===== src/smc_cfg.svh =====
/*
  Constants for the stack and machine-control executor: operation lengths in
  clock states, sequencing steps, flag byte layout and register offsets.
  Assumes one clock state per cycle of clk_sys.
*/
`ifndef SMC_CFG_SVH
`define SMC_CFG_SVH

// Operation lengths in clock states
`define SMC_LEN_POP_PAIR      5'h0A
`define SMC_LEN_PUSH_STATUS   5'h0B
`define SMC_LEN_POP_STATUS    5'h0A
`define SMC_LEN_EXCHANGE      5'h12
`define SMC_LEN_STACK_LOAD    5'h05
`define SMC_LEN_HALT          5'h07
`define SMC_LEN_SHORT         5'h04
`define SMC_CNT_ONE           5'h01

// Sequencing steps, counted from the cycle after acceptance
`define SMC_STEP_RD_LO        5'h01
`define SMC_STEP_RD_HI        5'h02
`define SMC_STEP_CAP_LO       5'h03
`define SMC_STEP_CAP_HI       5'h04
`define SMC_STEP_WR_LO        5'h05
`define SMC_STEP_WR_HI        5'h06
`define SMC_STEP_PUSH_ACC     5'h01
`define SMC_STEP_PUSH_FLAGS   5'h02

// Stack pointer steps
`define SMC_STACK_ONE         5'h01
`define SMC_STACK_TWO         5'h02

// Flag byte layout
`define SMC_BIT_CARRY         3'h0
`define SMC_BIT_ONE           3'h1
`define SMC_BIT_PARITY        3'h2
`define SMC_BIT_ZERO_A        3'h3
`define SMC_BIT_AUX           3'h4
`define SMC_BIT_ZERO_B        3'h5
`define SMC_BIT_ZERO          3'h6
`define SMC_BIT_SIGN          3'h7

// Register port offsets
`define SMC_ADDR_ACC          4'h0
`define SMC_ADDR_FLAGS        4'h1
`define SMC_ADDR_B            4'h2
`define SMC_ADDR_C            4'h3
`define SMC_ADDR_D            4'h4
`define SMC_ADDR_E            4'h5
`define SMC_ADDR_H            4'h6
`define SMC_ADDR_L            4'h7
`define SMC_ADDR_STACK_LO     4'h8
`define SMC_ADDR_STACK_HI     4'h9
`define SMC_ADDR_STATUS       4'hA

// Reset values
`define SMC_RST_BYTE          8'h00
`define SMC_RST_STACK         16'h0000

`endif


===== src/smc_pkg.sv =====
/*
  Types for the stack and machine-control executor.
  Assumes nothing beyond a SystemVerilog compiler.
*/
package smc_pkg;

	typedef enum logic [3:0] {
		OP_NO_OPERATION       = 4'h0,
		OP_POP_PAIR           = 4'h1,
		OP_PUSH_STATUS        = 4'h2,
		OP_POP_STATUS         = 4'h3,
		OP_STACK_TOP_EXCHANGE = 4'h4,
		OP_STACK_POINTER_LOAD = 4'h5,
		OP_INTERRUPT_ENABLE   = 4'h6,
		OP_INTERRUPT_DISABLE  = 4'h7,
		OP_HALT               = 4'h8
	} op_type;

	typedef enum logic [1:0] {
		PAIR_BC    = 2'h0,
		PAIR_DE    = 2'h1,
		PAIR_HL    = 2'h2,
		PAIR_STACK = 2'h3
	} pair_type;

	typedef enum logic [2:0] {
		ST_IDLE = 3'h1,
		ST_EXEC = 3'h2,
		ST_HALT = 3'h4
	} state_type;

endpackage


===== src/stack_machine_control_ops.sv =====
/*
  Executor for the stack and machine-control operations of an 8-bit core:
  register pair pop, status word push and pop, stack top exchange, stack
  pointer load, interrupt enable and disable, halt and no-op.
  Assumes a byte-wide synchronous memory on clk_sys that returns read data
  in the cycle after the read strobe, and a register port master on clk_sys.
*/
// Chosen here: the strobed register port and the register addresses.
// Notes on behaviour
// - Pair pop loads low register from the stack top, high from the next byte, adds 2, takes 10 states.
// - Pair pop with the stack pointer as target is refused; only general pairs are legal.
// - Status push writes accumulator at pointer-1 and flag byte at pointer-2, subtracts 2, takes 11 states.
// - Flag byte is sign,zero,0,aux,0,parity,1,carry from bit 7 down to bit 0.
// - Status pop restores flags from bits 0,2,4,6,7 of the stack top, accumulator from the next byte, adds 2.
// - Status pop takes 10 states and updates all five flags; pair pop leaves flags alone.
// - Exchange swaps L with the stack top and H with the next byte, pointer unchanged.
// - Stack pointer load copies H:L into the stack pointer.
// - Interrupt enable takes effect only after the following instruction completes.
// - Interrupt disable blocks interrupts as soon as it completes.
// - Halt stops execution and keeps all registers and flags.
// - No-op changes no register or flag.
`timescale 1ns/10ps
`include "smc_cfg.svh"

module stack_machine_control_ops #(
	parameter int STACK_W = 16
) (
	input  logic              clk_sys,
	input  logic              srst,
	input  logic              opStart,
	input  smc_pkg::op_type   opCode,
	input  smc_pkg::pair_type pairSel,
	input  logic              wakeReq,
	output logic              busy_ff,
	output logic              opDone_ff,
	output logic              opRefused_ff,
	output logic              halted_ff,
	output logic              intEnable_ff,
	output logic [15:0]       memAddr_ff,
	output logic [7:0]        memWrData_ff,
	output logic              memWr_ff,
	output logic              memRd_ff,
	input  logic [7:0]        memRdData,
	input  logic [3:0]        regAddr,
	input  logic [7:0]        regWrData,
	input  logic              regWr,
	input  logic              regRd,
	output logic [7:0]        regRdData_ff
);
	import smc_pkg::*;

	generate
		if (STACK_W < 8 || STACK_W > 16) begin : g_bad_width
			$error("STACK_W must lie between 8 and 16");
		end
	endgenerate

	state_type          state_ff;
	state_type          nxt_state;
	op_type             curOp_ff;
	pair_type           curPair_ff;
	logic [4:0]         cnt_ff;
	logic [4:0]         lastCnt_ff;
	logic [7:0]         accReg_ff;
	logic [7:0]         bReg_ff;
	logic [7:0]         cReg_ff;
	logic [7:0]         dReg_ff;
	logic [7:0]         eReg_ff;
	logic [7:0]         hReg_ff;
	logic [7:0]         lReg_ff;
	logic               carryFlag_ff;
	logic               parityFlag_ff;
	logic               auxCarryFlag_ff;
	logic               zeroFlag_ff;
	logic               signFlag_ff;
	logic [STACK_W-1:0] stackPointer_ff;
	logic [7:0]         tmpLo_ff;
	logic [7:0]         tmpHi_ff;
	logic               eiPending_ff;
	logic               wakeMeta_ff;
	logic               wakeSync_ff;
	logic [STACK_W-1:0] spAtStart_ff;
	logic               accept;
	logic               finish;
	logic               stateIdle;
	logic [STACK_W-1:0] spPlus1;
	logic [STACK_W-1:0] spPlus2;
	logic [STACK_W-1:0] spMinus1;
	logic [STACK_W-1:0] spMinus2;
	logic [15:0]        spWide;
	logic [7:0]         flagByte;

	function automatic logic [4:0] opLen(input op_type op);
		case (op)
			OP_POP_PAIR:           opLen = `SMC_LEN_POP_PAIR;
			OP_PUSH_STATUS:        opLen = `SMC_LEN_PUSH_STATUS;
			OP_POP_STATUS:         opLen = `SMC_LEN_POP_STATUS;
			OP_STACK_TOP_EXCHANGE: opLen = `SMC_LEN_EXCHANGE;
			OP_STACK_POINTER_LOAD: opLen = `SMC_LEN_STACK_LOAD;
			OP_HALT:               opLen = `SMC_LEN_HALT;
			default:               opLen = `SMC_LEN_SHORT;
		endcase
	endfunction

	// Packed flag byte; the fixed bits appear in pushed bytes and in register port reads of the flags
	always_comb begin
		flagByte                  = `SMC_RST_BYTE;
		flagByte[`SMC_BIT_CARRY]  = carryFlag_ff;
		flagByte[`SMC_BIT_ONE]    = 1'b1;
		flagByte[`SMC_BIT_PARITY] = parityFlag_ff;
		flagByte[`SMC_BIT_ZERO_A] = 1'b0;
		flagByte[`SMC_BIT_AUX]    = auxCarryFlag_ff;
		flagByte[`SMC_BIT_ZERO_B] = 1'b0;
		flagByte[`SMC_BIT_ZERO]   = zeroFlag_ff;
		flagByte[`SMC_BIT_SIGN]   = signFlag_ff;
	end

	// Plain unsigned adds of the pointer width wrap on their own
	assign spPlus1   = stackPointer_ff + STACK_W'(`SMC_STACK_ONE);
	assign spPlus2   = stackPointer_ff + STACK_W'(`SMC_STACK_TWO);
	assign spMinus1  = stackPointer_ff - STACK_W'(`SMC_STACK_ONE);
	assign spMinus2  = stackPointer_ff - STACK_W'(`SMC_STACK_TWO);
	assign spWide    = 16'(stackPointer_ff);
	assign stateIdle = (state_ff == ST_IDLE);
	assign accept    = opStart && stateIdle && !(opCode == OP_POP_PAIR && pairSel == PAIR_STACK);
	assign finish    = (state_ff == ST_EXEC) && (cnt_ff == lastCnt_ff);

	// Wake pin comes from outside the clock domain
	always_ff @(posedge clk_sys) begin
		if (srst) begin
			wakeMeta_ff <= 1'b0;
			wakeSync_ff <= 1'b0;
		end else begin
			wakeMeta_ff <= wakeReq;
			wakeSync_ff <= wakeMeta_ff;
		end
	end

	always_comb begin
		nxt_state = state_ff;
		case (state_ff)
			ST_IDLE: begin
				if (accept) begin
					nxt_state = ST_EXEC;
				end
			end
			ST_EXEC: begin
				if (finish) begin
					nxt_state = (curOp_ff == OP_HALT) ? ST_HALT : ST_IDLE;
				end
			end
			ST_HALT: begin
				// Only an enabled wake or a reset leaves the halt
				if (wakeSync_ff && intEnable_ff) begin
					nxt_state = ST_IDLE;
				end
			end
			default: nxt_state = ST_IDLE;
		endcase
	end

	// Sequencer
	always_ff @(posedge clk_sys) begin
		if (srst) begin
			state_ff     <= ST_IDLE;
			busy_ff      <= 1'b0;
			halted_ff    <= 1'b0;
			cnt_ff       <= 5'h00;
			lastCnt_ff   <= 5'h00;
			curOp_ff     <= OP_NO_OPERATION;
			curPair_ff   <= PAIR_BC;
			opDone_ff    <= 1'b0;
			opRefused_ff <= 1'b0;
			spAtStart_ff <= STACK_W'(`SMC_RST_STACK);
		end else begin
			state_ff     <= nxt_state;
			busy_ff      <= (nxt_state != ST_IDLE);
			halted_ff    <= (nxt_state == ST_HALT);
			opDone_ff    <= finish;
			opRefused_ff <= opStart && !accept;
			cnt_ff       <= cnt_ff + `SMC_CNT_ONE;
			if (accept) begin
				cnt_ff       <= `SMC_CNT_ONE;
				lastCnt_ff   <= opLen(opCode) - `SMC_CNT_ONE;
				curOp_ff     <= opCode;
				curPair_ff   <= pairSel;
				spAtStart_ff <= stackPointer_ff;
			end
		end
	end

	// Memory strobes and captured stack bytes
	always_ff @(posedge clk_sys) begin
		if (srst) begin
			memRd_ff     <= 1'b0;
			memWr_ff     <= 1'b0;
			memAddr_ff   <= `SMC_RST_STACK;
			memWrData_ff <= `SMC_RST_BYTE;
			tmpLo_ff     <= `SMC_RST_BYTE;
			tmpHi_ff     <= `SMC_RST_BYTE;
		end else begin
			memRd_ff <= 1'b0;
			memWr_ff <= 1'b0;
			if (state_ff == ST_EXEC) begin
				case (curOp_ff)
					OP_POP_PAIR, OP_POP_STATUS, OP_STACK_TOP_EXCHANGE: begin
						if (cnt_ff == `SMC_STEP_RD_LO) begin
							memRd_ff   <= 1'b1;
							memAddr_ff <= spWide;
						end
						if (cnt_ff == `SMC_STEP_RD_HI) begin
							memRd_ff   <= 1'b1;
							memAddr_ff <= 16'(spPlus1);
						end
						if (cnt_ff == `SMC_STEP_CAP_LO) begin
							tmpLo_ff <= memRdData;
						end
						if (cnt_ff == `SMC_STEP_CAP_HI) begin
							tmpHi_ff <= memRdData;
						end
						// Old H and L go out before the registers take the stack bytes
						if (curOp_ff == OP_STACK_TOP_EXCHANGE && cnt_ff == `SMC_STEP_WR_LO) begin
							memWr_ff     <= 1'b1;
							memAddr_ff   <= spWide;
							memWrData_ff <= lReg_ff;
						end
						if (curOp_ff == OP_STACK_TOP_EXCHANGE && cnt_ff == `SMC_STEP_WR_HI) begin
							memWr_ff     <= 1'b1;
							memAddr_ff   <= 16'(spPlus1);
							memWrData_ff <= hReg_ff;
						end
					end
					OP_PUSH_STATUS: begin
						if (cnt_ff == `SMC_STEP_PUSH_ACC) begin
							memWr_ff     <= 1'b1;
							memAddr_ff   <= 16'(spMinus1);
							memWrData_ff <= accReg_ff;
						end
						if (cnt_ff == `SMC_STEP_PUSH_FLAGS) begin
							memWr_ff     <= 1'b1;
							memAddr_ff   <= 16'(spMinus2);
							memWrData_ff <= flagByte;
						end
					end
					default: begin
					end
				endcase
			end
		end
	end

	// Register file; the port may write only while the executor is idle
	always_ff @(posedge clk_sys) begin
		if (srst) begin
			accReg_ff       <= `SMC_RST_BYTE;
			bReg_ff         <= `SMC_RST_BYTE;
			cReg_ff         <= `SMC_RST_BYTE;
			dReg_ff         <= `SMC_RST_BYTE;
			eReg_ff         <= `SMC_RST_BYTE;
			hReg_ff         <= `SMC_RST_BYTE;
			lReg_ff         <= `SMC_RST_BYTE;
			carryFlag_ff    <= 1'b0;
			parityFlag_ff   <= 1'b0;
			auxCarryFlag_ff <= 1'b0;
			zeroFlag_ff     <= 1'b0;
			signFlag_ff     <= 1'b0;
			stackPointer_ff <= STACK_W'(`SMC_RST_STACK);
		end else if (finish) begin
			case (curOp_ff)
				OP_POP_PAIR: begin
					stackPointer_ff <= spPlus2;
					case (curPair_ff)
						PAIR_BC: begin
							cReg_ff <= tmpLo_ff;
							bReg_ff <= tmpHi_ff;
						end
						PAIR_DE: begin
							eReg_ff <= tmpLo_ff;
							dReg_ff <= tmpHi_ff;
						end
						default: begin
							lReg_ff <= tmpLo_ff;
							hReg_ff <= tmpHi_ff;
						end
					endcase
				end
				OP_PUSH_STATUS: stackPointer_ff <= spMinus2;
				OP_POP_STATUS: begin
					carryFlag_ff    <= tmpLo_ff[`SMC_BIT_CARRY];
					parityFlag_ff   <= tmpLo_ff[`SMC_BIT_PARITY];
					auxCarryFlag_ff <= tmpLo_ff[`SMC_BIT_AUX];
					zeroFlag_ff     <= tmpLo_ff[`SMC_BIT_ZERO];
					signFlag_ff     <= tmpLo_ff[`SMC_BIT_SIGN];
					accReg_ff       <= tmpHi_ff;
					stackPointer_ff <= spPlus2;
				end
				OP_STACK_TOP_EXCHANGE: begin
					lReg_ff <= tmpLo_ff;
					hReg_ff <= tmpHi_ff;
				end
				OP_STACK_POINTER_LOAD: stackPointer_ff <= STACK_W'({hReg_ff, lReg_ff});
				default: begin
					// No-op, enable, disable and halt leave every register alone
				end
			endcase
		end else if (regWr && stateIdle) begin
			case (regAddr)
				`SMC_ADDR_ACC: accReg_ff <= regWrData;
				`SMC_ADDR_FLAGS: begin
					carryFlag_ff    <= regWrData[`SMC_BIT_CARRY];
					parityFlag_ff   <= regWrData[`SMC_BIT_PARITY];
					auxCarryFlag_ff <= regWrData[`SMC_BIT_AUX];
					zeroFlag_ff     <= regWrData[`SMC_BIT_ZERO];
					signFlag_ff     <= regWrData[`SMC_BIT_SIGN];
				end
				`SMC_ADDR_B: bReg_ff <= regWrData;
				`SMC_ADDR_C: cReg_ff <= regWrData;
				`SMC_ADDR_D: dReg_ff <= regWrData;
				`SMC_ADDR_E: eReg_ff <= regWrData;
				`SMC_ADDR_H: hReg_ff <= regWrData;
				`SMC_ADDR_L: lReg_ff <= regWrData;
				`SMC_ADDR_STACK_LO: stackPointer_ff <= STACK_W'({spWide[15:8], regWrData});
				`SMC_ADDR_STACK_HI: stackPointer_ff <= STACK_W'({regWrData, spWide[7:0]});
				default: begin
				end
			endcase
		end
	end

	// Interrupt enable with one instruction of delay
	always_ff @(posedge clk_sys) begin
		if (srst) begin
			intEnable_ff <= 1'b0;
			eiPending_ff <= 1'b0;
		end else if (finish) begin
			if (curOp_ff == OP_INTERRUPT_ENABLE) begin
				eiPending_ff <= 1'b1;
			end else if (curOp_ff == OP_INTERRUPT_DISABLE) begin
				intEnable_ff <= 1'b0;
				eiPending_ff <= 1'b0;
			end else if (eiPending_ff) begin
				intEnable_ff <= 1'b1;
				eiPending_ff <= 1'b0;
			end
		end
	end

	always_ff @(posedge clk_sys) begin
		if (srst) begin
			regRdData_ff <= `SMC_RST_BYTE;
		end else if (regRd) begin
			case (regAddr)
				`SMC_ADDR_ACC:      regRdData_ff <= accReg_ff;
				`SMC_ADDR_FLAGS:    regRdData_ff <= flagByte;
				`SMC_ADDR_B:        regRdData_ff <= bReg_ff;
				`SMC_ADDR_C:        regRdData_ff <= cReg_ff;
				`SMC_ADDR_D:        regRdData_ff <= dReg_ff;
				`SMC_ADDR_E:        regRdData_ff <= eReg_ff;
				`SMC_ADDR_H:        regRdData_ff <= hReg_ff;
				`SMC_ADDR_L:        regRdData_ff <= lReg_ff;
				`SMC_ADDR_STACK_LO: regRdData_ff <= spWide[7:0];
				`SMC_ADDR_STACK_HI: regRdData_ff <= spWide[15:8];
				`SMC_ADDR_STATUS:   regRdData_ff <= {4'h0, eiPending_ff, intEnable_ff, halted_ff, busy_ff};
				default:            regRdData_ff <= `SMC_RST_BYTE;
			endcase
		end else begin
			regRdData_ff <= `SMC_RST_BYTE;
		end
	end
endmodule // stack_machine_control_ops


===== config.mk =====
export PLATFORM = sky130hd
export DESIGN_NAME = stack_machine_control_ops
export DESIGN_NICKNAME = d
export VERILOG_FILES = /design/src/smc_pkg.sv /design/src/stack_machine_control_ops.sv
export VERILOG_INCLUDE_DIRS = /design/src
export SDC_FILE = /design/constraint.sdc
export NUM_CORES = 1
export LEC_CHECK = 0
export BUFFER_PORTS_ARGS = -buffer_cell sky130_fd_sc_hd__buf_2
export CAP_MARGIN = 5
export CORE_MARGIN = 2
export CORE_UTILIZATION = 40
export DETAILED_ROUTE_END_ITERATION = 8
export MAX_ROUTING_LAYER = met4
export PLACE_DENSITY = 0.68
export RECOVER_POWER = 25
export SLEW_MARGIN = 5
export SYNTH_ARGS = -nofsm -noshare
export SYNTH_HDL_FRONTEND = slang
export SYNTH_SLANG_ARGS = --single-unit

===== constraint.sdc =====
create_clock -name clk_sys -period 3 [get_ports clk_sys]
set_input_delay 0.6 -clock clk_sys [delete_from_list [all_inputs] [get_ports clk_sys]]
set_output_delay 0.6 -clock clk_sys [all_outputs]
set_load 0.005 [all_outputs]

==> flow_summary.rst <==
.. list-table::
   :header-rows: 1

   * - Metric
     - Value
   * - CP Capture Type
     - flip-flop
   * - Power density relative to cell area
     - 498 mW/mm^2
   * - Final global-route overflow total
     - 0
   * - Height of the die
     - 152 um
   * - Sequential fraction of the synthesis area
     - 35.4%
   * - Total of hold buffers inserted after clock tree synthesis
     - 0
   * - Fraction of power spent switching nets
     - 28.7%
   * - Hold Vio Cnt, Final
     - 0
   * - Number of synthesis warnings
     - 0
   * - PnR Total Power
     - 4.95 mW
   * - Fill cells
     - 2082
   * - Total Nets Final
     - 1119
   * - Number of port buffers
     - 70
   * - Dpl ws
     - 0.381 ns
   * - Netlist cell types
     - 82
   * - Synthesized cell area
     - 0.00871 sq mm
   * - Relative contribution of the clock network to total power
     - 44.2%
   * - TritonCTS clock tree
     - done
   * - Flop and latch count out of synthesis
     - 154
   * - Post-route cell area
     - 0.00994 sq mm
   * - Clock latency on the worst-skew pair
     - 0.44 ns
   * - Effective utilization at floorplan
     - 41.1%
   * - Detailed-route via count
     - 8356
   * - Portion of the clock cycle consumed by the worst path in the final layout
     - 90.7%
   * - Number of antenna violations at the first check in global routing
     - 1
   * - Min-Delay Path Class
     - in2reg
   * - Measured slew at the worst slew-check pin
     - 1.20 ns
   * - Clock slew at reported path FFs
     - 0.07 ns
   * - Average routed wire per standard cell
     - 20.9 um
   * - Proportion of register bits with asynchronous set or reset after synthesis
     - 0%
   * - Fin crit period
     - 2.72 ns
   * - Cell taking the most area after synthesis
     - sky130_fd_sc_hd__dfxtp_1
   * - Total iterations of the first detailed-routing run
     - 7
   * - Synthesis-to-layout area growth
     - 14.1%
   * - Total CTS buffers
     - 17
   * - Status
     - completed
   * - Number of antenna-violating nets in the routed design
     - 0
   * - Clock H-tree levels
     - 4
   * - Clock skew
     - 0.0123 ns
   * - Max transition margin
     - 20.2%
   * - Drt total wl
     - 28600 um
   * - Total GRT Usage
     - 25.9%
   * - Internal
     - 3.53 mW
   * - Leak
     - 3.87 nW
   * - Number of max-cap violations
     - 0
   * - Setup crit start kind
     - flip-flop
   * - Worst Setup Path Type
     - reg2reg
   * - Placeable core region
     - 0.0212 sq mm
   * - Peak fanout along the critical path
     - 13
   * - Placed standard-cell area
     - 0.00938 sq mm
   * - Setup violations, final
     - 0
   * - Register-to-register setup slack
     - 0.28 ns
   * - Residual DRC count
     - 0
   * - Buffer count from post-CTS setup fixing
     - 0
   * - Setup WS post-layout
     - 0.278 ns
   * - Average cell area after synthesis
     - 8.42 sq um
   * - Largest net degree at the start of global routing
     - 47
   * - Die extent in x
     - 152 um
   * - Post-synth EDFFs
     - 0
   * - Total half-perimeter wirelength after legalization and detailed placement
     - 21600 um
   * - Yosys top cell area share
     - 35.4%
   * - Data arrival time of the worst path
     - 3.06 ns
   * - Highest clock frequency the design can meet
     - 367 MHz
   * - Row Count
     - 53
   * - Net switching component of the power
     - 1.42 mW
   * - Vias per cell
     - 6.11
   * - Max rail drop VDD
     - 0.000384 V
   * - Via count of the first global-routing pass
     - 7622
   * - Most common flop cell mapped by yosys
     - sky130_fd_sc_hd__dfxtp_1
   * - Clock sink count
     - 154
   * - Iteration-0 DRC Markers
     - 966
   * - Area taken by multi-input logic gates
     - 0.00520 sq mm
   * - Relative contribution of combinational cells to total power
     - 12.5%
   * - Required @ worst endpoint
     - 3.34 ns
   * - Placer's final routability congestion estimate
     - 1.01
   * - Main area contributors after synthesis
     - sky130_fd_sc_hd__dfxtp_1 35%, sky130_fd_sc_hd__mux2i_1 7.6%, sky130_fd_sc_hd__nand2_1 4.7%
   * - Clock Root Buffer
     - sky130_fd_sc_hd__clkbuf_16
   * - Wire length of the first global-routing pass
     - 43700 um
   * - Post-synthesis instance total
     - 1035
   * - Number of pins with negative max-slew slack in the final report
     - 0
   * - I/O Pins
     - 71
   * - Register area
     - 0.00308 sq mm
   * - Area of the die
     - 0.0230 sq mm
   * - Relative contribution of sequential cells to total power
     - 43.3%
   * - RSZ-0062 raised after global routing
     - false
   * - Post-cts sizing count
     - 0
   * - Mapped Nets
     - 1077
   * - Clock tree buffer depth
     - 2
   * - Layout cell share with drive strength beyond 1
     - 14.7%
   * - Aggregate negative setup slack
     - 0 ns
==> critical path, stage by stage (launching register included) <==
cell and delay (ns):
sky130_fd_sc_hd__dfxtp_1 0.58, sky130_fd_sc_hd__nor4b_2 0.74, sky130_fd_sc_hd__and3_1 0.67, sky130_fd_sc_hd__mux2i_1 0.28, sky130_fd_sc_hd__o22ai_1 0.12, sky130_fd_sc_hd__a22o_1 0.24
==> routing by layer <==
layer / global-route usage, % / part of all wire [%] / routed length [um]
met1: 33.9 / 43 / 12400
met2: 39.6 / 45 / 12900
met4: 11.0 / 3.7 / 1050
met3: 4.34 / 7.9 / 2260
met5: - / 0 / 0
==> layout by cell type, fill, tap and decap left out, types with 8 or more instances in the layout <==
cell type                   instances
sky130_fd_sc_hd__a31oi_1           11
sky130_fd_sc_hd__o22ai_1           19
sky130_fd_sc_hd__nor3_1            29
sky130_fd_sc_hd__or4_1              8
sky130_fd_sc_hd__mux2i_1           66
sky130_fd_sc_hd__a211oi_1          28
sky130_fd_sc_hd__nor2b_1           12
sky130_fd_sc_hd__nand2_1          109
sky130_fd_sc_hd__nor4_1            16
sky130_fd_sc_hd__a21oi_1           37
sky130_fd_sc_hd__ha_1              10
sky130_fd_sc_hd__buf_4             42
sky130_fd_sc_hd__and2_1            10
sky130_fd_sc_hd__dfxtp_1          154
sky130_fd_sc_hd__nor2_1            84
sky130_fd_sc_hd__clkbuf_1          27
sky130_fd_sc_hd__nand3_1           28
sky130_fd_sc_hd__o221ai_1          10
sky130_fd_sc_hd__xor2_1            19
sky130_fd_sc_hd__a22oi_1            9
sky130_fd_sc_hd__xnor2_1           16
sky130_fd_sc_hd__nand4_1           17
sky130_fd_sc_hd__and3_1            23
sky130_fd_sc_hd__a221oi_1          12
sky130_fd_sc_hd__buf_2             45
sky130_fd_sc_hd__or3_1              9
sky130_fd_sc_hd__o21ai_0           37
sky130_fd_sc_hd__inv_1             19
sky130_fd_sc_hd__clkbuf_16         17
sky130_fd_sc_hd__a22o_1            17
sky130_fd_sc_hd__o211ai_1           8
==> flip-flops by register name, indices dropped and copies added, names as in the netlist, 2 cells and up <==
| signal | cells |
|---|---|
| accReg_ff | 8 |
| bReg_ff | 8 |
| cReg_ff | 8 |
| cnt_ff | 5 |
| curOp_ff | 4 |
| curPair_ff | 2 |
| dReg_ff | 8 |
| eReg_ff | 8 |
| hReg_ff | 8 |
| lReg_ff | 8 |
| lastCnt_ff | 5 |
| memAddr_ff | 16 |
| memWrData_ff | 8 |
| regRdData_ff | 8 |
| spWide | 16 |
| state_ff | 3 |
| tmpHi_ff | 8 |
| tmpLo_ff | 8 |
==> final cells by class <==
type / count / area share [%]
timing repair buffer: 114 / 6.46
antenna: 2 / 0.0503
tap: 275 / 3.46
clock inverter: 12 / 1.31
clock buffer: 20 / 4.69
sequential: 154 / 31.0
multi-input combinational: 771 / 52.3
inverter: 19 / 0.717
==> worst paths after layout <==
check | endpoint | from | cells past startpoint
min | wakeMeta_ff | wakeReq | 2
max reg2reg | memWrData_ff[5] | curOp_ff[2] | 5
max | memWrData_ff[5] | curOp_ff[2] | 5
min reg2reg | wakeSync_ff | wakeMeta_ff | 1
==> through the flow <==
step	hold WS, ns	instances	utilization, %
finish	0.370	1367	46.9
global route	0.389	1366	46.8
CTS	0.355	1365	47.0
detailed placement	0.424	1333	44.2
global placement	0.428	1333	44.2
floorplan	0.414	1035	-
==> power by group through the flow <==
stage          sequential, mW  combinational [mW]  clock (mW)
2_1_floorplan            2.15               0.432           0
3_3_place_gp             2.18               0.602           0
3_5_place_dp             2.19               0.602           0
4_1_cts                  2.14               0.607        2.21
5_1_grt                  2.15               0.667        2.29
6_report                 2.14               0.618        2.19
==> cells in the mapped netlist, types with 7 or more instances <==
master and number:
sky130_fd_sc_hd__clkbuf_1 66, sky130_fd_sc_hd__nor2_1 84, sky130_fd_sc_hd__nor3_1 31, sky130_fd_sc_hd__inv_1 18
sky130_fd_sc_hd__or4_1 8, sky130_fd_sc_hd__ha_1 10, sky130_fd_sc_hd__or3_1 9, sky130_fd_sc_hd__xnor2_1 16
sky130_fd_sc_hd__and2_1 10, sky130_fd_sc_hd__xor2_1 19, sky130_fd_sc_hd__a31oi_1 11, sky130_fd_sc_hd__o21ai_0 37
sky130_fd_sc_hd__a211oi_2 7, sky130_fd_sc_hd__nand2_1 109, sky130_fd_sc_hd__nor4_1 16, sky130_fd_sc_hd__a21boi_0 7
sky130_fd_sc_hd__o221ai_1 10, sky130_fd_sc_hd__a21oi_1 37, sky130_fd_sc_hd__a22o_1 17, sky130_fd_sc_hd__o211ai_1 8
sky130_fd_sc_hd__dfxtp_1 154, sky130_fd_sc_hd__buf_2 12, sky130_fd_sc_hd__o22ai_1 19, sky130_fd_sc_hd__and3_1 23
sky130_fd_sc_hd__mux2i_1 66, sky130_fd_sc_hd__a22oi_1 9, sky130_fd_sc_hd__a221oi_1 12, sky130_fd_sc_hd__nand3_1 28
sky130_fd_sc_hd__a211oi_1 28, sky130_fd_sc_hd__nor2b_1 12, sky130_fd_sc_hd__nand4_1 17
==> cell families after synthesis <==
kind of cell / share of synthesized area, %
compound gates: 22.6
buf+inv: 5.43
simple gates: 23.8
flops: 35.4
mux: 7.84
xor+xnor: 3.52
fa+ha+maj: 1.44
No activity file was read; power rests on OpenSTA's default activity.
